[src/hdl/gpkb_defines.svh]
// register indices, field positions and reset values of the port block
// assumes: byte address of a register is four times its index
`ifndef GPKB_DEFINES_SVH
`define GPKB_DEFINES_SVH

`define GPKB_IDX_W          6
`define GPKB_IDX_PORT_A     6'h00
`define GPKB_IDX_PORT_B     6'h01
`define GPKB_IDX_PORT_C     6'h02
`define GPKB_IDX_PORT_D     6'h03
`define GPKB_IDX_DIR_A      6'h04
`define GPKB_IDX_DIR_B      6'h05
`define GPKB_IDX_DIR_C      6'h06
`define GPKB_IDX_DIR_D      6'h07
`define GPKB_IDX_PORT_E     6'h0A
`define GPKB_IDX_DIR_E      6'h0B
`define GPKB_IDX_CTRL_E     6'h0C
`define GPKB_IDX_PORT_G     6'h12
`define GPKB_IDX_CTRL_G     6'h13
`define GPKB_IDX_PORT_H     6'h14
`define GPKB_IDX_CTRL_H     6'h15
`define GPKB_IDX_CTRL_D     6'h1A
`define GPKB_IDX_KEY_CTRL   6'h1B
`define GPKB_IDX_OPTION     6'h20

`define GPKB_KC_SUMMARY     7
`define GPKB_KC_ENABLE      6
`define GPKB_KC_EDGE_W      6
`define GPKB_OPT_OVERLAY    0
`define GPKB_OPT_KCLEAR     1
`define GPKB_OPT_PULLUP     2
`define GPKB_E_CMP1_BIT     1
`define GPKB_E_CMP2_BIT     3
`define GPKB_PORT_H_W       2

`define GPKB_REG_RESET      8'h00
`define GPKB_RESP_OKAY      2'h0
`define GPKB_RESP_SLVERR    2'h2

`endif

[src/hdl/gpkb_pkg.sv]
// types shared by the port block and its surroundings
// assumes: eight-bit ports, drive and enable per pin
package gpkb_pkg;

	typedef struct packed {
		logic [7:0] a;
		logic [7:0] b;
		logic [7:0] c;
		logic [7:0] d;
		logic [7:0] e;
		logic [7:0] g;
	} gpkb_pins_in_t;

	typedef struct packed {
		logic [7:0] level;
		logic [7:0] oe;
	} gpkb_pin_drive_t;

endpackage

[src/hdl/gpkb_top.sv]
// parallel ports a..h with keyboard interrupt on port a, axi4-lite register slave
// assumes: pins arrive asynchronous; cpu mask, timer and lcd signals are on clk_i
//
// Overview of operation
// - port a pins six and seven flag a key only on a falling edge
// - pins zero to five: edge select 0 means falling, 1 means rising
// - rising edge selected on a key pin turns its pull-up off
// - a valid edge sets the pin status flag and requests a key interrupt
// - overlay option set: port a address reaches key status, not port data
// - summary flag is the OR of all eight key status flags
// - reset or writing 1 to key clear option wipes all status flags
// - with overlay set, writing 1 to a status bit clears only that flag
// - interrupt out needs enable, summary flag and unmasked cpu together
// - key control: summary bit 7, enable bit 6, resets to zero
// - direction bit 1 makes the pin output, 0 makes it input
// - reset clears all direction registers, every pin but port h starts as input
// - writes load latch, except port a with overlay set; read gives pin if input, latch if output
// - reset leaves data latches a..g alone, clears port h data
// - port c pull-ups follow the pull-up option, off after reset
// - port c pin 0 feeds capture input three; software keeps it input
// - port d drives low only, releases for high; reset makes it input
// - port e control bits 1 and 3 route compare outputs, ignoring direction
// - port e pins 0 and 1 feed capture inputs one and two always
// - port g is input only; a set control bit hands the pin to lcd
// - control bit set selects special function; all controls reset zero
// - only port a pins set as inputs take part in key detection
//
// Design decision made here: the AXI4-Lite slave port.
`timescale 1ns/10ps
`include "gpkb_defines.svh"

module gpkb_top #(
	parameter int ADDR_W = 8
) (
	input  wire logic                      clk_i,
	input  wire logic                      rst_b_i,
	input  wire logic [ADDR_W-1:0]         s_axi_awaddr_i,
	input  wire logic                      s_axi_awvalid_i,
	output logic                           s_axi_awready_o,
	input  wire logic [31:0]               s_axi_wdata_i,
	input  wire logic [3:0]                s_axi_wstrb_i,
	input  wire logic                      s_axi_wvalid_i,
	output logic                           s_axi_wready_o,
	output logic [1:0]                     s_axi_bresp_o,
	output logic                           s_axi_bvalid_o,
	input  wire logic                      s_axi_bready_i,
	input  wire logic [ADDR_W-1:0]         s_axi_araddr_i,
	input  wire logic                      s_axi_arvalid_i,
	output logic                           s_axi_arready_o,
	output logic [31:0]                    s_axi_rdata_o,
	output logic [1:0]                     s_axi_rresp_o,
	output logic                           s_axi_rvalid_o,
	input  wire logic                      s_axi_rready_i,
	input  wire gpkb_pkg::gpkb_pins_in_t   pins_i,
	output gpkb_pkg::gpkb_pin_drive_t      port_a_o,
	output gpkb_pkg::gpkb_pin_drive_t      port_b_o,
	output gpkb_pkg::gpkb_pin_drive_t      port_c_o,
	output gpkb_pkg::gpkb_pin_drive_t      port_d_o,
	output gpkb_pkg::gpkb_pin_drive_t      port_e_o,
	output gpkb_pkg::gpkb_pin_drive_t      port_g_o,
	output logic [`GPKB_PORT_H_W-1:0]      port_h_o,
	output logic [7:0]                     pullup_a_o,
	output logic [7:0]                     pullup_b_o,
	output logic [7:0]                     pullup_c_o,
	input  wire logic                      cpu_condition_flags_mask_i,
	output logic                           keyboard_irq_o,
	output logic                           capture_input_three_o,
	output logic [1:0]                     capture_inputs_one_two_o,
	input  wire logic [1:0]                compare_outputs_one_two_i,
	input  wire logic [7:0]                lcd_frontplane_lines_i,
	input  wire logic [`GPKB_PORT_H_W-1:0] port_h_special_i
);

	gpkb_pkg::gpkb_pins_in_t pins_meta;
	gpkb_pkg::gpkb_pins_in_t pins_sync;
	logic [7:0] key_prev;

	logic [7:0] latch_a, latch_b, latch_c, latch_d, latch_e, latch_g;
	logic [`GPKB_PORT_H_W-1:0] latch_h;
	logic [7:0] dir_a, dir_b, dir_c, dir_d, dir_e;
	logic [7:0] ctrl_d, ctrl_e, ctrl_g;
	logic [`GPKB_PORT_H_W-1:0] ctrl_h;
	logic [7:0] keyboard_pin_status;
	logic       keyboard_irq_enable;
	logic [`GPKB_KC_EDGE_W-1:0] key_edge_select;
	logic       keyboard_overlay_option;
	logic       pullup_enable_option;

	logic [7:0] key_edge;
	logic       keyboard_summary_flag;

	logic                  aw_held, w_held;
	logic [ADDR_W-1:0]     aw_addr;
	logic [31:0]           w_data;
	logic [3:0]            w_strb;
	logic                  wr_fire;
	logic [`GPKB_IDX_W-1:0] wr_idx;
	logic                  wr_lane;
	logic [7:0]            wr_byte;
	logic [`GPKB_IDX_W-1:0] rd_idx;

	function automatic logic [7:0] port_read(input logic [7:0] dir, input logic [7:0] latch,
		input logic [7:0] pin);
		port_read = (dir & latch) | (~dir & pin);
	endfunction

	function automatic logic idx_mapped(input logic [`GPKB_IDX_W-1:0] idx);
		unique case (idx)
			`GPKB_IDX_PORT_A, `GPKB_IDX_PORT_B, `GPKB_IDX_PORT_C, `GPKB_IDX_PORT_D,
			`GPKB_IDX_DIR_A, `GPKB_IDX_DIR_B, `GPKB_IDX_DIR_C, `GPKB_IDX_DIR_D,
			`GPKB_IDX_PORT_E, `GPKB_IDX_DIR_E, `GPKB_IDX_CTRL_E, `GPKB_IDX_PORT_G,
			`GPKB_IDX_CTRL_G, `GPKB_IDX_PORT_H, `GPKB_IDX_CTRL_H, `GPKB_IDX_CTRL_D,
			`GPKB_IDX_KEY_CTRL, `GPKB_IDX_OPTION:
				idx_mapped = 1'b1;
			default:
				idx_mapped = 1'b0;
		endcase
	endfunction

	// pins are asynchronous; the first stage feeds only the second
	always_ff @(posedge clk_i or negedge rst_b_i)
	begin
		if (!rst_b_i)
		begin
			pins_meta <= '0;
			pins_sync <= '0;
		end
		else
		begin
			pins_meta <= pins_i;
			pins_sync <= pins_meta;
		end
	end

	// write channel: address and data taken in either order, one write at a time
	assign s_axi_awready_o = !aw_held && !s_axi_bvalid_o;
	assign s_axi_wready_o  = !w_held && !s_axi_bvalid_o;
	assign wr_fire = aw_held && w_held && !s_axi_bvalid_o;
	assign wr_idx  = aw_addr[`GPKB_IDX_W+1:2];
	assign wr_lane = wr_fire && w_strb[0] && idx_mapped(wr_idx);
	assign wr_byte = w_data[7:0];

	always_ff @(posedge clk_i or negedge rst_b_i)
	begin
		if (!rst_b_i)
		begin
			aw_held <= 1'b0;
			w_held  <= 1'b0;
			aw_addr <= '0;
			w_data  <= '0;
			w_strb  <= '0;
			s_axi_bvalid_o <= 1'b0;
			s_axi_bresp_o  <= `GPKB_RESP_OKAY;
		end
		else
		begin
			if (s_axi_awvalid_i && s_axi_awready_o)
			begin
				aw_held <= 1'b1;
				aw_addr <= s_axi_awaddr_i;
			end
			if (s_axi_wvalid_i && s_axi_wready_o)
			begin
				w_held <= 1'b1;
				w_data <= s_axi_wdata_i;
				w_strb <= s_axi_wstrb_i;
			end
			if (wr_fire)
			begin
				aw_held <= 1'b0;
				w_held  <= 1'b0;
				s_axi_bvalid_o <= 1'b1;
				s_axi_bresp_o  <= idx_mapped(wr_idx) ? `GPKB_RESP_OKAY : `GPKB_RESP_SLVERR;
			end
			else if (s_axi_bvalid_o && s_axi_bready_i)
				s_axi_bvalid_o <= 1'b0;
		end
	end

	// read channel: one read at a time, data registered at the address handshake
	assign s_axi_arready_o = !s_axi_rvalid_o;
	assign rd_idx = s_axi_araddr_i[`GPKB_IDX_W+1:2];

	always_ff @(posedge clk_i or negedge rst_b_i)
	begin
		if (!rst_b_i)
		begin
			s_axi_rvalid_o <= 1'b0;
			s_axi_rdata_o  <= '0;
			s_axi_rresp_o  <= `GPKB_RESP_OKAY;
		end
		else if (s_axi_arvalid_i && s_axi_arready_o)
		begin
			s_axi_rvalid_o <= 1'b1;
			s_axi_rresp_o  <= idx_mapped(rd_idx) ? `GPKB_RESP_OKAY : `GPKB_RESP_SLVERR;
			unique case (rd_idx)
				`GPKB_IDX_PORT_A:
					s_axi_rdata_o <= {24'h000000, keyboard_overlay_option ? keyboard_pin_status
						: port_read(dir_a, latch_a, pins_sync.a)};
				`GPKB_IDX_PORT_B: s_axi_rdata_o <= {24'h000000,
					port_read(dir_b, latch_b, pins_sync.b)};
				`GPKB_IDX_PORT_C: s_axi_rdata_o <= {24'h000000,
					port_read(dir_c, latch_c, pins_sync.c)};
				// a special-function pin of port d reads zero
				`GPKB_IDX_PORT_D: s_axi_rdata_o <= {24'h000000,
					port_read(dir_d, latch_d, pins_sync.d) & ~ctrl_d};
				`GPKB_IDX_DIR_A:  s_axi_rdata_o <= {24'h000000, dir_a};
				`GPKB_IDX_DIR_B:  s_axi_rdata_o <= {24'h000000, dir_b};
				`GPKB_IDX_DIR_C:  s_axi_rdata_o <= {24'h000000, dir_c};
				`GPKB_IDX_DIR_D:  s_axi_rdata_o <= {24'h000000, dir_d};
				`GPKB_IDX_PORT_E: s_axi_rdata_o <= {24'h000000,
					port_read(dir_e, latch_e, pins_sync.e)};
				`GPKB_IDX_DIR_E:  s_axi_rdata_o <= {24'h000000, dir_e};
				`GPKB_IDX_CTRL_E: s_axi_rdata_o <= {24'h000000, ctrl_e};
				`GPKB_IDX_PORT_G: s_axi_rdata_o <= {24'h000000, pins_sync.g};
				`GPKB_IDX_PORT_H: s_axi_rdata_o <= {30'h00000000, latch_h};
				`GPKB_IDX_CTRL_G: s_axi_rdata_o <= {24'h000000, ctrl_g};
				`GPKB_IDX_CTRL_H: s_axi_rdata_o <= {30'h00000000, ctrl_h};
				`GPKB_IDX_CTRL_D: s_axi_rdata_o <= {24'h000000, ctrl_d};
				`GPKB_IDX_KEY_CTRL:
					s_axi_rdata_o <= {24'h000000, keyboard_summary_flag, keyboard_irq_enable,
						key_edge_select};
				`GPKB_IDX_OPTION:
					s_axi_rdata_o <= {29'h00000000, pullup_enable_option, 1'b0,
						keyboard_overlay_option};
				default: s_axi_rdata_o <= '0;
			endcase
		end
		else if (s_axi_rvalid_o && s_axi_rready_i)
			s_axi_rvalid_o <= 1'b0;
	end

	// data latches keep their contents through reset, so no reset branch here
	always_ff @(posedge clk_i)
	begin
		if (wr_lane)
		begin
			unique case (wr_idx)
				`GPKB_IDX_PORT_A:
					if (!keyboard_overlay_option)
						latch_a <= wr_byte;
				`GPKB_IDX_PORT_B: latch_b <= wr_byte;
				`GPKB_IDX_PORT_C: latch_c <= wr_byte;
				`GPKB_IDX_PORT_D: latch_d <= wr_byte;
				`GPKB_IDX_PORT_E: latch_e <= wr_byte;
				`GPKB_IDX_PORT_G: latch_g <= wr_byte;
				default: ;
			endcase
		end
	end

	// direction, control and option state
	always_ff @(posedge clk_i or negedge rst_b_i)
	begin
		if (!rst_b_i)
		begin
			dir_a <= `GPKB_REG_RESET;
			dir_b <= `GPKB_REG_RESET;
			dir_c <= `GPKB_REG_RESET;
			dir_d <= `GPKB_REG_RESET;
			dir_e <= `GPKB_REG_RESET;
			ctrl_d <= `GPKB_REG_RESET;
			ctrl_e <= `GPKB_REG_RESET;
			ctrl_g <= `GPKB_REG_RESET;
			ctrl_h <= '0;
			latch_h <= '0;
			keyboard_irq_enable <= 1'b0;
			key_edge_select <= '0;
			keyboard_overlay_option <= 1'b0;
			pullup_enable_option <= 1'b0;
		end
		else if (wr_lane)
		begin
			unique case (wr_idx)
				`GPKB_IDX_DIR_A:  dir_a <= wr_byte;
				`GPKB_IDX_DIR_B:  dir_b <= wr_byte;
				`GPKB_IDX_DIR_C:  dir_c <= wr_byte;
				`GPKB_IDX_DIR_D:  dir_d <= wr_byte;
				`GPKB_IDX_DIR_E:  dir_e <= wr_byte;
				`GPKB_IDX_CTRL_D: ctrl_d <= wr_byte;
				`GPKB_IDX_CTRL_E: ctrl_e <= wr_byte;
				`GPKB_IDX_CTRL_G: ctrl_g <= wr_byte;
				`GPKB_IDX_CTRL_H: ctrl_h <= wr_byte[`GPKB_PORT_H_W-1:0];
				`GPKB_IDX_PORT_H: latch_h <= wr_byte[`GPKB_PORT_H_W-1:0];
				`GPKB_IDX_KEY_CTRL:
				begin
					keyboard_irq_enable <= wr_byte[`GPKB_KC_ENABLE];
					key_edge_select <= wr_byte[`GPKB_KC_EDGE_W-1:0];
				end
				`GPKB_IDX_OPTION:
				begin
					keyboard_overlay_option <= wr_byte[`GPKB_OPT_OVERLAY];
					pullup_enable_option <= wr_byte[`GPKB_OPT_PULLUP];
				end
				default: ;
			endcase
		end
	end

	// key edges from successive synchronised samples, output pins excluded
	always_ff @(posedge clk_i or negedge rst_b_i)
	begin
		if (!rst_b_i)
			key_prev <= '0;
		else
			key_prev <= pins_sync.a;
	end

	genvar gi;
	generate
		for (gi = 0; gi < 8; gi++)
		begin : g_key
			if (gi < `GPKB_KC_EDGE_W)
			begin : g_sel
				assign key_edge[gi] = !dir_a[gi] && (key_edge_select[gi]
					? (!key_prev[gi] && pins_sync.a[gi])
					: (key_prev[gi] && !pins_sync.a[gi]));
				assign pullup_a_o[gi] = !key_edge_select[gi];
			end
			else
			begin : g_fall
				assign key_edge[gi] = !dir_a[gi] && key_prev[gi] && !pins_sync.a[gi];
				assign pullup_a_o[gi] = 1'b1;
			end
		end
	endgenerate

	// new edges win over any clear in the same cycle
	always_ff @(posedge clk_i or negedge rst_b_i)
	begin
		if (!rst_b_i)
			keyboard_pin_status <= '0;
		else if (wr_lane && wr_idx == `GPKB_IDX_OPTION && wr_byte[`GPKB_OPT_KCLEAR])
			keyboard_pin_status <= key_edge;
		else if (wr_lane && wr_idx == `GPKB_IDX_PORT_A && keyboard_overlay_option)
			keyboard_pin_status <= (keyboard_pin_status & ~wr_byte) | key_edge;
		else
			keyboard_pin_status <= keyboard_pin_status | key_edge;
	end

	assign keyboard_summary_flag = |keyboard_pin_status;
	assign keyboard_irq_o = keyboard_irq_enable && keyboard_summary_flag
		&& !cpu_condition_flags_mask_i;

	// pin drive; out levels gated by enable so undefined latches never leak
	assign port_a_o.oe    = dir_a;
	assign port_a_o.level = latch_a & dir_a;
	assign port_b_o.oe    = dir_b;
	assign port_b_o.level = latch_b & dir_b;
	assign port_c_o.oe    = dir_c;
	assign port_c_o.level = latch_c & dir_c;
	// open drain: drive low only while output and latch is zero
	assign port_d_o.oe    = dir_d & ~ctrl_d & ~latch_d;
	assign port_d_o.level = 8'h00;
	assign port_g_o.oe    = ctrl_g;
	assign port_g_o.level = lcd_frontplane_lines_i & ctrl_g;
	assign port_h_o       = ctrl_h & port_h_special_i | ~ctrl_h & latch_h;

	always_comb
	begin
		port_e_o.oe    = dir_e;
		port_e_o.level = latch_e & dir_e;
		if (ctrl_e[`GPKB_E_CMP1_BIT])
		begin
			port_e_o.oe[`GPKB_E_CMP1_BIT]    = 1'b1;
			port_e_o.level[`GPKB_E_CMP1_BIT] = compare_outputs_one_two_i[0];
		end
		if (ctrl_e[`GPKB_E_CMP2_BIT])
		begin
			port_e_o.oe[`GPKB_E_CMP2_BIT]    = 1'b1;
			port_e_o.level[`GPKB_E_CMP2_BIT] = compare_outputs_one_two_i[1];
		end
	end

	assign pullup_b_o = 8'hFF;
	assign pullup_c_o = {8{pullup_enable_option}};
	// capture works only while software keeps these pins as inputs
	assign capture_input_three_o    = pins_sync.c[0];
	assign capture_inputs_one_two_o = pins_sync.e[1:0];

endmodule

[config.mk]
export PLATFORM = sky130hd
export DESIGN_NAME = gpkb_top
export DESIGN_NICKNAME = d
export VERILOG_FILES = /design/src/hdl/gpkb_pkg.sv /design/src/hdl/gpkb_top.sv
export VERILOG_INCLUDE_DIRS = /design/src /design/src/hdl
export SDC_FILE = /design/constraint.sdc
export NUM_CORES = 1
export LEC_CHECK = 0
export BUFFER_PORTS_ARGS = -buffer_cell sky130_fd_sc_hd__buf_2
export CAP_MARGIN = 20
export CORE_MARGIN = 3
export CORE_UTILIZATION = 40
export DETAILED_ROUTE_END_ITERATION = 8
export HOLD_SLACK_MARGIN = 0.12
export PLACE_DENSITY_LB_ADDON = 0.2
export RECOVER_POWER = 25
export SKIP_CTS_REPAIR_TIMING = 1
export SLEW_MARGIN = 20
export SYNTH_ARGS = -nofsm -noshare
export SYNTH_HDL_FRONTEND = slang
export SYNTH_SLANG_ARGS = --single-unit
[constraint.sdc]
create_clock -name clk_i -period 6.4 [get_ports clk_i]
set_clock_uncertainty 0.2 [all_clocks]
set_input_delay 0.96 -clock clk_i [delete_from_list [all_inputs] [get_ports clk_i]]
set_output_delay 0.96 -clock clk_i [all_outputs]
set_load 0.05 [all_outputs]
Yosys cells after proc, flatten, opt, wreduce, memory -nomap -nowiden
Memories as Yosys holds them, arrays and structs flattened.
Index checks and enable logic that the tools add are counted.
- mux-type cells: 26
- eq/ne operators: 33
- bitwise gates (word level): 35
- reductions and logical operators: 96
- operator list (operator ; count):
    one-hot mux 8 bit (18 select lines) ; 1
    bitwise AND 8 bit ; 15
    == test 6 x 5 -> 1 bit, second input constant ; 11
    NOT 8 bit ; 8
    bitwise OR 8 bit ; 7
    == test 6 x 3 -> 1 bit, second input constant ; 8
    logical AND 1 bit ; 39
    == test 6 x 4 -> 1 bit, second input constant ; 6
    logical NOT 1 bit ; 33
    AND reduction 2 bit ; 16
    == test 6 x 2 -> 1 bit, second input constant ; 4
    2-to-1 mux 8 bit ; 3
    2-to-1 mux 1 bit ; 20
    == test 6 x 1 -> 1 bit, second input constant ; 2
    == test 6 bit, second input constant ; 2
    logical NOT 6 bit ; 2
    nonzero test 2 bit ; 4
    OR reduction 8 bit ; 1
    bitwise AND 2 bit ; 2
    2-to-1 mux 2 bit ; 2
    AND reduction 3 bit ; 1
    NOT 2 bit ; 1
    bitwise OR 2 bit ; 1
    NOT 1 bit ; 1
- output and inout bits: 167
- bits in read-only memories: 192
- register bits: 286
- input bits: 120
- memories: 3
- logic and storage cells: 236
- memory list (memory ; depth ; width ; read ports ; clocked after memory_dff ; write ports ; line ; RTL):
    (name not given) ; 64 ; 1 ; 1 ; 0 ; 0 ; gpkb_top.sv:108 ; unique case (idx)
    (name not given) ; 64 ; 1 ; 1 ; 0 ; 0 ; gpkb_top.sv:108 ;
    (name not given) ; 64 ; 1 ; 1 ; 0 ; 0 ; gpkb_top.sv:108 ;

Depth between registers and ports, before layout
Gate-level depths: netlist of run 1.
- word-level depth: 8
- gate-level depth with buffers: 8
- depth with buffers taken out: 7

Worst setup path after synthesis of run 1
No wires, ideal clock.
- path type: input -> register
- start point: in s_axi_araddr_i[3]
- end point: reg s_axi_rdata_o[6]
- data required time: 6.057 ns
- path buffers: 2
- cell stages on the path: 7
- setup time: 0.143 ns
- slack: 3.622 ns
- arrival: 2.435 ns
- cells stage by stage: clkbuf_1 -> clkbuf_1 -> mux2_2 -> nand3_1 -> o31ai_1 -> a2111oi_0 -> a31oi_1
- word-level cells in the longest chain between the ends: 2
- elaborated cells on any way between the ends: 19
- classes of those cells: 17 x eq/ne; 1 x mux; 1 x reduce/logical
- RTL lines (item ; line ; RTL):
    start, declared ; gpkb_top.sv:47 ; input wire logic [ADDR_W-1:0] s_axi_araddr_i,
    == test 6 bit, or another cell as far along ; gpkb_top.sv:196 ; unique case (rd_idx)
    one-hot mux 8 bit (18 select lines) * ; gpkb_top.sv:196 ;
    end signal, assigned ; gpkb_top.sv:198 ; s_axi_rdata_o <= {24'h000000, keyboard_overlay_option ? keyboard_pin_status
    end signal, assigned ; gpkb_top.sv:200 ; `GPKB_IDX_PORT_B: s_axi_rdata_o <= {24'h000000,
    end signal, assigned ; gpkb_top.sv:202 ; `GPKB_IDX_PORT_C: s_axi_rdata_o <= {24'h000000,
    end, declared ; gpkb_top.sv:50 ; output logic [31:0] s_axi_rdata_o,
Every way passes the cells marked *; elsewhere a longest branch is shown, timed or not.
A chain may end at the register's enable or synchronous reset.

==> results.tsv, run 1 <==
metric	value	unit
mean area per synthesized cell	12.56	sq um
ANT nets after route	0	
count leader, synth	dfrtp_1	
maxcap violations	1	
worst path required time	6.77	ns
max FFs per register	48	
share of layout cells above drive strength 1	33.97	%
Sequential Power Share	42.9	%
Slew Viols, Final	112	
detailed-route via count	7627	
switching pwr	2.061	mW
Die Footprint	29210	sq um
fmax	288.3	MHz
first-pass GRT wire length	47730	um
area grow syn2layout	19.46	%
setup_tns	0	ns
worst hold path type	reg2reg	
Clock transition at path regs	0.06	ns
DRC viols	0	
TritonCTS clock tree	yes	
RSZ-0062 raised after global routing	false	
root buf cell	clkbuf_16	
post-synthesis sequential area ratio	61.19	%
GPL Wtd Cong	0.8689	
antenna violations before repair	0	
synth top area cells	dfrtp_1, edfxtp_1, mux2_2, buf_4, and2_1	
GR Util All Layers	22.04	%
Critical Path Fanout Max	111	
dpl hpwl	22450	um
Initial DRT Pass Iterations	5	
Switching Share	38.18	%
routed wire length	32890	um
Post-Layout Cell Count	1427	
IO Count	287	
CP bufs+invs	2	
biggest regs	pins_meta x48, pins_sync x45	
Core Footprint	26430	sq um
Clock Path Buffers	3	
final setup vio count	0	
Starting Density	41.16	%
drt via density	5.345	
fin nets	1193	
Post-synth EDFFs	40	
Synth Warn #	0	
Post-synth top cells	dfrtp_1, mux2_2, buf_4	
ant diodes	0	
Post-Syn Area	10880	sq um
maximum vdd drop	0.0003040	V
vias in the first global route	7313	
worst hold slack	0.1456	ns
dpl cell area	12050	sq um
final hold viol count	0	
Int Pwr	3.336	mW
clock sinks	258	
critical path capture point type	async pin	
die width	170.9	um
Yosys cell types	64	
type of the worst setup path	in2async	
FP Rows	59	
Rel. slew slack	-83.22	%
CP Launch Type	input port	
Leak Pwr	6.032	nW
prevailing post-synth register cell	dfrtp_1	
Die Y	170.9	um
wire length per cell	23.05	um
logic gate share of total power	26.5	%
R2R Setup Slk	3.40	ns
Reg with most FFs	pins_meta	
Skew-Pair Late Insertion Delay	0.56	ns
ys async rst share	84.50	%
Initial DRC Count	638	
number of synthesized register bits	258	
crit-path cells	clkbuf_2, buf_4	
run status	finished with violations	
GRT Residual Overflow	0	
fillcell total	2357	
input/output buffers	211	
Syn Inst Count	866	
post-synth top area share	50.15	%
Synth area leader	dfrtp_1	
CTS Buf Count	28	
final worst-path cycle share	54.20	%
cell family with most CP delay	buffers and inverters	
H-tree depth	1	
slowest CP cell	clkbuf_2	
Clk pwr share	30.6	%
crit-path max cell delay	1.90	ns
Worst Tran Pin Value	2.748	ns
Placed Cells	1376	
crit path DAT	3.84	ns
failing checks	max-capacitance violations, max-slew violations	
PD cells	415.3	nW/um^2
Final min period	3.469	ns
design area	13000	sq um
largest net degree at the start of global routing	112	
worst reg2reg max path, stage by stage (launching register included):
cell,delay (ns)
dfrtp_1,0.51
inv_1,0.17
ha_1,0.29
o21ai_0,0.20
nand3_1,0.18
nor3_2,0.87
mux2_2,0.43
layout by cell type, fill, tap and decap left out, types with 8 or more instances in the layout:
cell type	netlist	final
nand3_1	16	16
a22o_1	9	9
buf_2	4	210
nor2b_1	12	12
edfxtp_1	40	40
nor4_1	9	8
mux2i_1	24	24
nor3b_1	11	11
nand2_1	42	42
inv_1	36	36
a21oi_1	30	30
a31oi_1	10	10
dfrtp_1	218	218
and2_1	40	40
conb_1	2	44
buf_4	61	12
nand2b_1	9	9
o21ai_0	44	44
o22ai_1	8	8
mux2_2	88	88
nor3_1	12	11
nor2_1	34	34
clkbuf_16	0	29
worst paths after layout:
kind	from	endpoint	cells past startpoint
hold / removal	pins_meta[11]	pins_sync[11]	0
setup / recovery	rst_b_i	keyboard_pin_status[5]	2
hold reg to reg	pins_meta[11]	pins_sync[11]	0
min in group asynchronous	rst_b_i	pins_sync[15]	1
max in group clk_i	keyboard_pin_status[0]	keyboard_irq_o	4
setup reg to reg	aw_addr[4]	key_edge_select[4]	6
stage by stage:
step	util, %	setup slack, ns	power (mW)
6_report	49.17	2.932	5.396
5_1_grt	49.17	2.325	5.625
4_1_cts	49.21	3.307	5.431
3_5_place_dp	45.60	2.918	3.778
3_3_place_gp	45.60	2.948	3.756
2_1_floorplan	-	3.622	3.372
layout make-up:
type	instances	area [sq um]	share of cell area, %
Clock inverter	12	151.4	1.165
Sequential cell	258	6656	51.22
Inverter	36	135.1	1.040
Clock buffer	39	803.3	6.181
Timing Repair Buffer	223	1146	8.820
Multi-Input combinational cell	524	3684	28.35
Tap cell	335	419.2	3.225
power groups by stage:
stage	Combinational, mW	Sequential, mW	Clock (mW)
6_report	1.43	2.32	1.65
5_1_grt	1.52	2.36	1.74
4_1_cts	1.44	2.31	1.68
3_5_place_dp	1.44	2.34	0
3_3_place_gp	1.42	2.33	0
2_1_floorplan	0.996	2.38	0
cells by family (layout without fill, tap and decap cells):
logic type,count (synthesis),in the layout,synth area share (%)
buf+inv,126,310,6.499
simple gates,215,215,11.40
other cells,2,44,0.06904
flops,258,258,61.19
compound gates,150,150,9.087
fa+ha+maj,2,2,0.2300
mux,113,113,11.53
per-layer routing:
| metal | routed length (um) | global-route usage (%) |
|---|---|---|
| met5 | 0 | 0 |
| met4 | 753 | 5.038 |
| met3 | 2356 | 3.859 |
| met2 | 15540 | 35.47 |
| met1 | 14240 | 31.51 |
Note: power is estimated with default switching activity, not from simulation.
==> inputs of run 2 (changes only) <==
--- a/config.mk
+++ b/config.mk
@@ -6,6 +6,7 @@
 export SDC_FILE = /design/constraint.sdc
 export NUM_CORES = 1
 export LEC_CHECK = 0
+export ABC_AREA = 1
 export BUFFER_PORTS_ARGS = -buffer_cell sky130_fd_sc_hd__buf_2
 export CAP_MARGIN = 20
 export CORE_MARGIN = 3
==> constraint.sdc (replaced) <==
create_clock -name clk_i -period 2.92 [get_ports clk_i]
set_clock_uncertainty 0.2 [all_clocks]
set_input_delay 0.438 -clock clk_i [delete_from_list [all_inputs] [get_ports clk_i]]
set_output_delay 0.438 -clock clk_i [all_outputs]
set_load 0.05 [all_outputs]
==> run 2 against run 1 <==
  * The flow now finishes without violations
  * Non-clock buffer count is 89 higher
  * Worst hold slack worse by 0.0071 ns
  * Sequential share of layout area is 3.5 points lower
  * Cell area is 7.4% higher
  * Flip-flop and latch count stayed put
  * Combinational power is 73% higher
  * Clock-buffer cell count is 4 lower
  * Largest cell class unchanged
  * Setup slack worse by 2.6 ns
  * Routed wire length is 0.36% higher
==> results.tsv, run 2 <==
metric	value	unit	change
detailed-route via count	8999		+18%
max FFs per register	48		unchanged
slowest CP cell	dfrtp_1		
worst path required time	2.95	ns	-3.82 ns
met2 Resource Use GR	37.06	%	+1.6 points
clock sinks	258		unchanged
RSZ-0062 raised after global routing	false		
Reg with most FFs	pins_meta		
Placed Cells	1731		+26%
GRT Residual Overflow	0		unchanged
Initial DRT Pass Iterations	5		unchanged
Die Y	171.2	um	+0.16%
Post-synth EDFFs	40		unchanged
maxcap violations	0		-1
Clk pwr share	34.1	%	+3.5 points
commonest non-fill, non-tap cells in the layout	nand2_1, dfrtp_1, buf_2		
crit-path cells	inv_1, ha_1, o211ai_1, nand3_1, nor2_4, nand3_1, nor3_1, buf_4		
setup_tns	0	ns	unchanged
Sequential Power Share	43.0	%	about the same
critical path capture point type	flip-flop		
PD cells	771.1	nW/um^2	+86%
mean area per synthesized cell	9.195	sq um	-27%
sequential standard cell area	6656	sq um	unchanged
vias in the first global route	8447		+16%
Leak Pwr	7.233	nW	+20%
DRC viols	0		unchanged
Clock Path Buffers	3		unchanged
biggest regs	pins_meta x48, pins_sync x45		
Critical Path Fanout Max	8		-93%
final hold viol count	0		unchanged
commonest non-fill, non-tap cell in the layout	nand2_1		
logic gate share of total power	22.9	%	-3.6 points
Core Footprint	26430	sq um	unchanged
GPL Wtd Cong	0.9293		+7.0%
IO Count	287		unchanged
Clock transition at path regs	0.06	ns	about the same
Rel. slew slack	9.072	%	+92 points
Int Pwr	6.901	mW	+110%
routed wire length	33010	um	+0.36%
worst hold path type	reg2reg		
Slew Viols, Final	0		-100%
CP Launch Type	flip-flop		
run status	finished clean		
post-synth top area share	49.98	%	-0.17 points
FP Rows	59		unchanged
ys async rst share	84.50	%	unchanged
Synth Warn #	0		unchanged
Die Footprint	29300	sq um	+0.32%
fin nets	1615		+35%
crit path DAT	2.62	ns	-1.22 ns
grt met3 use	3.287	%	-0.57 points
fmax	386.5	MHz	
Yosys cell types	31		-52%
Skew-Pair Late Insertion Delay	0.54	ns	-0.02 ns
share of layout cells above drive strength 1	20.73	%	-13 points
drt via density	4.864		-9.0%
GR peak layer	met2		
CP bufs+invs	2		unchanged
prevailing post-synth register cell	dfrtp_1		
Switching Share	35.85	%	-2.3 points
Worst path most repeated cell	nand3_1		
fillcell total	2434		+3.3%
root buf cell	clkbuf_16		
synth top area cells	dfrtp_1, nand2_1, edfxtp_1, inv_1, o21ai_0		
cell family with most CP delay	simple AND/OR/NAND/NOR gates		
Post-synth top cells	nand2_1, dfrtp_1, inv_1		
crit-path max cell delay	0.41	ns	-1.49 ns
input/output buffers	211		unchanged
die width	171.2	um	+0.16%
largest net degree at the start of global routing	62		-45%
Starting Density	41.30	%	+0.14 points
first-pass GRT wire length	49020	um	+2.7%
ANT nets after route	0		unchanged
switching pwr	3.856	mW	+87%
wire length per cell	17.84	um	-23%
type of the worst setup path	reg2reg		
CTS Buf Count	28		unchanged
area grow syn2layout	27.82	%	
number of synthesized register bits	258		unchanged
Synth area leader	dfrtp_1		
area of the multi-input gates	3386	sq um	-8.1%
final worst-path cycle share	88.61	%	
Syn Inst Count	1187		+37%
TritonCTS clock tree	yes		
post-synthesis sequential area ratio	60.99	%	-0.20 points
final setup vio count	0		unchanged
ant diodes	0		unchanged
GR Util All Layers	22.04	%	about the same
Initial DRC Count	632		-0.94%
maximum vdd drop	0.0006335	V	+110%
Final min period	2.587	ns	
M1 GR Usage	30.55	%	-0.97 points
antenna violations before repair	1		+1
dpl hpwl	24650	um	+9.8%
Worst Tran Pin Value	1.364	ns	-1.384 ns
Post-Syn Area	10910	sq um	+0.33%
Post-Layout Cell Count	1850		+30%
H-tree depth	1		unchanged
count leader, synth	nand2_1		
-- run 2: cell count changes in the layout (fill, tap and decap cells not counted), moves of 33 or more --
cell,change
nand3_1,+33
inv_1,+95
nor2_1,+56
mux2_2,-85
nand2_1,+321
o21ai_0,+51
dlygate4sd3_1,+67
and2_1,-40
-- run 2: final cells by class --
class / instances / area share, %
clock buffer: 35 / 5.731
tap: 335 / 3.004
clock inverter: 17 / 1.274
multi-input combinational: 761 / 24.27
sequential: 258 / 47.71
inverter: 132 / 3.552
timing repair buffer: 312 / 14.46
-- run 2: cell families after synthesis --
family	count (synthesis)	share of synthesized area (%)
compound gates	153	7.222
fa+ha+maj	2	0.2292
buf+inv	210	9.435
flops	258	60.99
simple gates	559	21.75
mux	3	0.3095
other cells	2	0.06881
-- run 2: final timing paths --
path                                  to           from  depth (start not counted)  slack [ns]
hold reg to reg            pins_sync[47]  pins_meta[47]                          0        0.14
hold / removal             pins_sync[47]  pins_meta[47]                          0        0.14
setup / recovery              latch_b[4]     aw_addr[4]                          8        0.33
max in group asynchronous  pins_sync[26]        rst_b_i                          3        0.89
setup reg to reg              latch_b[4]     aw_addr[4]                          8        0.33
min in group asynchronous  pins_sync[47]        rst_b_i                          2        0.55
-- run 2: metrics by stage --
stage               util (%)  total power [mW]  setup WS [ns]  hold WS (ns)  area, sq um
floorplan                  -             6.280        0.05719      -0.05759        11070
global placement       46.60             7.074         0.4011        0.1323        12320
detailed placement     46.60             7.108         0.3611        0.1347        12320
CTS                    50.30             10.78         0.3344       -0.3895        13290
global route           52.79             11.26         0.1375        0.1472        13950
finish                 52.79             10.76         0.3327        0.1385        13950
-- run 2: routing by layer --
metal	wire length, um	vias to the layer above	share of wire [%]
met1	14370	4311	44
met3	2088	41	6.3
met5	0	-	0
met2	15890	333	48
li1	-	4314	-
met4	656	0	2.0
-- run 2: power groups by stage --
stage	combinational (mW)	sequential (mW)	clock, mW
floorplan	1.54	4.74	0
global placement	2.39	4.69	0
detailed placement	2.41	4.70	0
CTS	2.42	4.63	3.73
global route	2.68	4.69	3.90
finish	2.47	4.63	3.66
-- run 2: worst reg2reg max path: stages, from the launching register on --
cell,delay (ns)
dfrtp_1,0.41
inv_1,0.14
ha_1,0.25
o211ai_1,0.17
nand3_1,0.17
nor2_4,0.29
nand3_1,0.17
nor3_1,0.21
buf_4,0.27
==> inputs of run 3 (changes only) <==
--- a/config.mk
+++ b/config.mk
@@ -6,10 +6,9 @@
 export SDC_FILE = /design/constraint.sdc
 export NUM_CORES = 1
 export LEC_CHECK = 0
-export ABC_AREA = 1
 export BUFFER_PORTS_ARGS = -buffer_cell sky130_fd_sc_hd__buf_2
 export CAP_MARGIN = 20
-export CORE_MARGIN = 3
+export CORE_MARGIN = 8
 export CORE_UTILIZATION = 40
 export DETAILED_ROUTE_END_ITERATION = 8
 export HOLD_SLACK_MARGIN = 0.12
==> run 3 against run 2 <==
  * Clock power rose by 3%
  * Cell area grew 0.75%
  * Global-route usage is 1.7 points lower
  * Sequential share of layout area decreased by 0.36 points
  * Final cell count is 16% lower
  * Die area is 12% higher
  * Worst hold slack better by 0.0067 ns
  * Sequential power grew 8.9%
  * First-iteration DRC count grew 3.5%
  * Combinational power is 34% higher
  * Flip-flop and latch count did not move
  * Critical path depth down 4
  * Largest power group unchanged
==> results.tsv, run 3 (synthesized netlist as in run 1, its figures left out) <==
metric	value	unit	change
Skew-Pair Late Insertion Delay	0.55	ns	about the same
detailed-route via count	8019		-11%
Clock Path Buffers	3		unchanged
IO Count	287		unchanged
ant diodes	0		unchanged
PD cells	860.5	nW/um^2	+12%
switching pwr	4.611	mW	+20%
Switching Share	38.12	%	+2.3 points
Slew Viols, Final	0		unchanged
CP Launch Type	flip-flop		
type of the worst setup path	reg2out		
Clk pwr share	31.0	%	-3.1 points
wire length per cell	22.53	um	+26%
area of the multi-input gates	3672	sq um	+8.5%
Core Footprint	26800	sq um	+1.4%
Worst Tran Pin Value	1.468	ns	+0.1038 ns
FP Rows	60		+1.7%
setup_tns	0	ns	unchanged
clock sinks	258		unchanged
Tot Pwr	12.10	mW	+12%
drt via density	5.184		+6.6%
RSZ-0062 raised after global routing	false		
Rel. slew slack	2.152	%	-6.9 points
GRT Residual Overflow	0		unchanged
worst hold path type	reg2reg		
GPL Wtd Cong	0.9238		-0.59%
maxcap violations	0		unchanged
fillcell total	2382		-2.1%
Post-Layout Cell Count	1547		-16%
Sequential Power Share	41.6	%	-1.4 points
CTS Buf Count	29		+3.6%
crit path DAT	2.04	ns	-0.58 ns
ANT nets after route	0		unchanged
WHS Path Cells	0		unchanged
Final min period	2.678	ns	+0.09120 ns
largest net degree at the start of global routing	63		+1.6%
Placed Cells	1426		-18%
max FFs per register	48		unchanged
worst path required time	2.28	ns	-0.67 ns
path depth of the worst reg2reg path	7		-1
TritonCTS clock tree	yes		
Die Y	180.9	um	+5.7%
commonest non-fill, non-tap cells in the layout	dfrtp_1, buf_2, mux2_2		
Leak Pwr	6.558	nW	-9.3%
maximum vdd drop	0.0008079	V	+28%
vias in the first global route	7964		-5.7%
DRC viols	0		unchanged
worst hold slack	0.1453	ns	+0.006723 ns
Clock transition at path regs	0.06	ns	about the same
final worst-path cycle share	91.73	%	+3.1 points
commonest non-fill, non-tap cell in the layout	dfrtp_1		
Die Footprint	32730	sq um	+12%
logic gate share of total power	27.3	%	+4.4 points
Critical Path Fanout Max	3		-5
Int Pwr	7.484	mW	+8.5%
antenna violations before repair	3		+2
run status	finished clean		
Initial DRC Count	654		+3.5%
fmax	373.3	MHz	-3.4%
final hold viol count	0		unchanged
Reg with most FFs	pins_meta		
final setup vio count	0		unchanged
routed wire length	34850	um	+5.6%
critical path capture point type	output port		
input/output buffers	211		unchanged
dpl hpwl	25100	um	+1.8%
H-tree depth	1		unchanged
biggest regs	pins_meta x48, pins_sync x45		
first-pass GRT wire length	50900	um	+3.8%
share of layout cells above drive strength 1	34.74	%	+14 points
sequential standard cell area	6656	sq um	unchanged
GR Util All Layers	20.37	%	-1.7 points
die width	180.9	um	+5.7%
fin nets	1305		-19%
area grow syn2layout	29.22	%	
Starting Density	40.59	%	-0.71 points
root buf cell	clkbuf_16		
Initial DRT Pass Iterations	4		-1
-- run 3: cell count changes in the layout (fill, tap and decap cells not counted), moves of 29 or more --
cell / change
nor2_1: -56
inv_1: -95
o21ai_0: -51
nand3_1: -33
nand4_1: -29
and2_1: +40
mux2_2: +85
nand2_1: -321
-- run 3: worst paths after layout --
| kind | from | endpoint | slack [ns] |
|---|---|---|---|
| worst max-delay path | keyboard_pin_status[0] | keyboard_irq_o | 0.24 |
| worst min-delay path | pins_meta[40] | pins_sync[40] | 0.15 |
| max in group asynchronous | rst_b_i | pins_meta[46] | 0.70 |
| worst min register to register | pins_meta[40] | pins_sync[40] | 0.15 |
| worst max register to register | aw_addr[4] | key_edge_select[4] | 0.46 |
| min in group asynchronous | rst_b_i | ctrl_e[7] | 0.60 |
-- run 3: power groups by stage --
| stage | clock (mW) | sequential [mW] | combinational, mW |
|---|---|---|---|
| after floorplan | 0 | 5.21 | 2.18 |
| after global placement | 0 | 5.07 | 3.23 |
| after detailed placement | 0 | 5.09 | 3.25 |
| after CTS | 3.82 | 5.03 | 3.26 |
| after global routing | 3.95 | 5.14 | 3.51 |
| final | 3.76 | 5.04 | 3.30 |
-- run 3: area by class of cell --
class	instances	area share (%)
timing repair buffer	334	15.45
inverter	36	0.9614
clock inverter	19	1.531
tap	341	3.035
multi-input combinational	524	26.13
sequential	258	47.36
clock buffer	35	5.537
-- run 3: through the flow --
stage	area [sq um]	util, %	setup WS [ns]
after detailed placement	12400	46.27	0.4081
after global placement	12400	46.27	0.4223
after global routing	14060	52.45	0.2105
after floorplan	11040	-	0.3298
after CTS	13400	49.98	0.2421
final	14060	52.45	0.2415
-- run 3: layer usage --
layer,global-route usage (%),vias up,part of all wire [%]
li1,-,3641,-
met1,27.14,3959,43
met2,32.54,347,46
met3,4.794,66,7.1
met4,6.316,6,3.1
met5,0,-,0.12
-- run 3: critical path: stages, from the launching register on --
cell and delay (ns):
dfrtp_1 0.43, nor4_1 0.46, nand2_1 0.19, and3b_1 0.20, buf_2 0.20
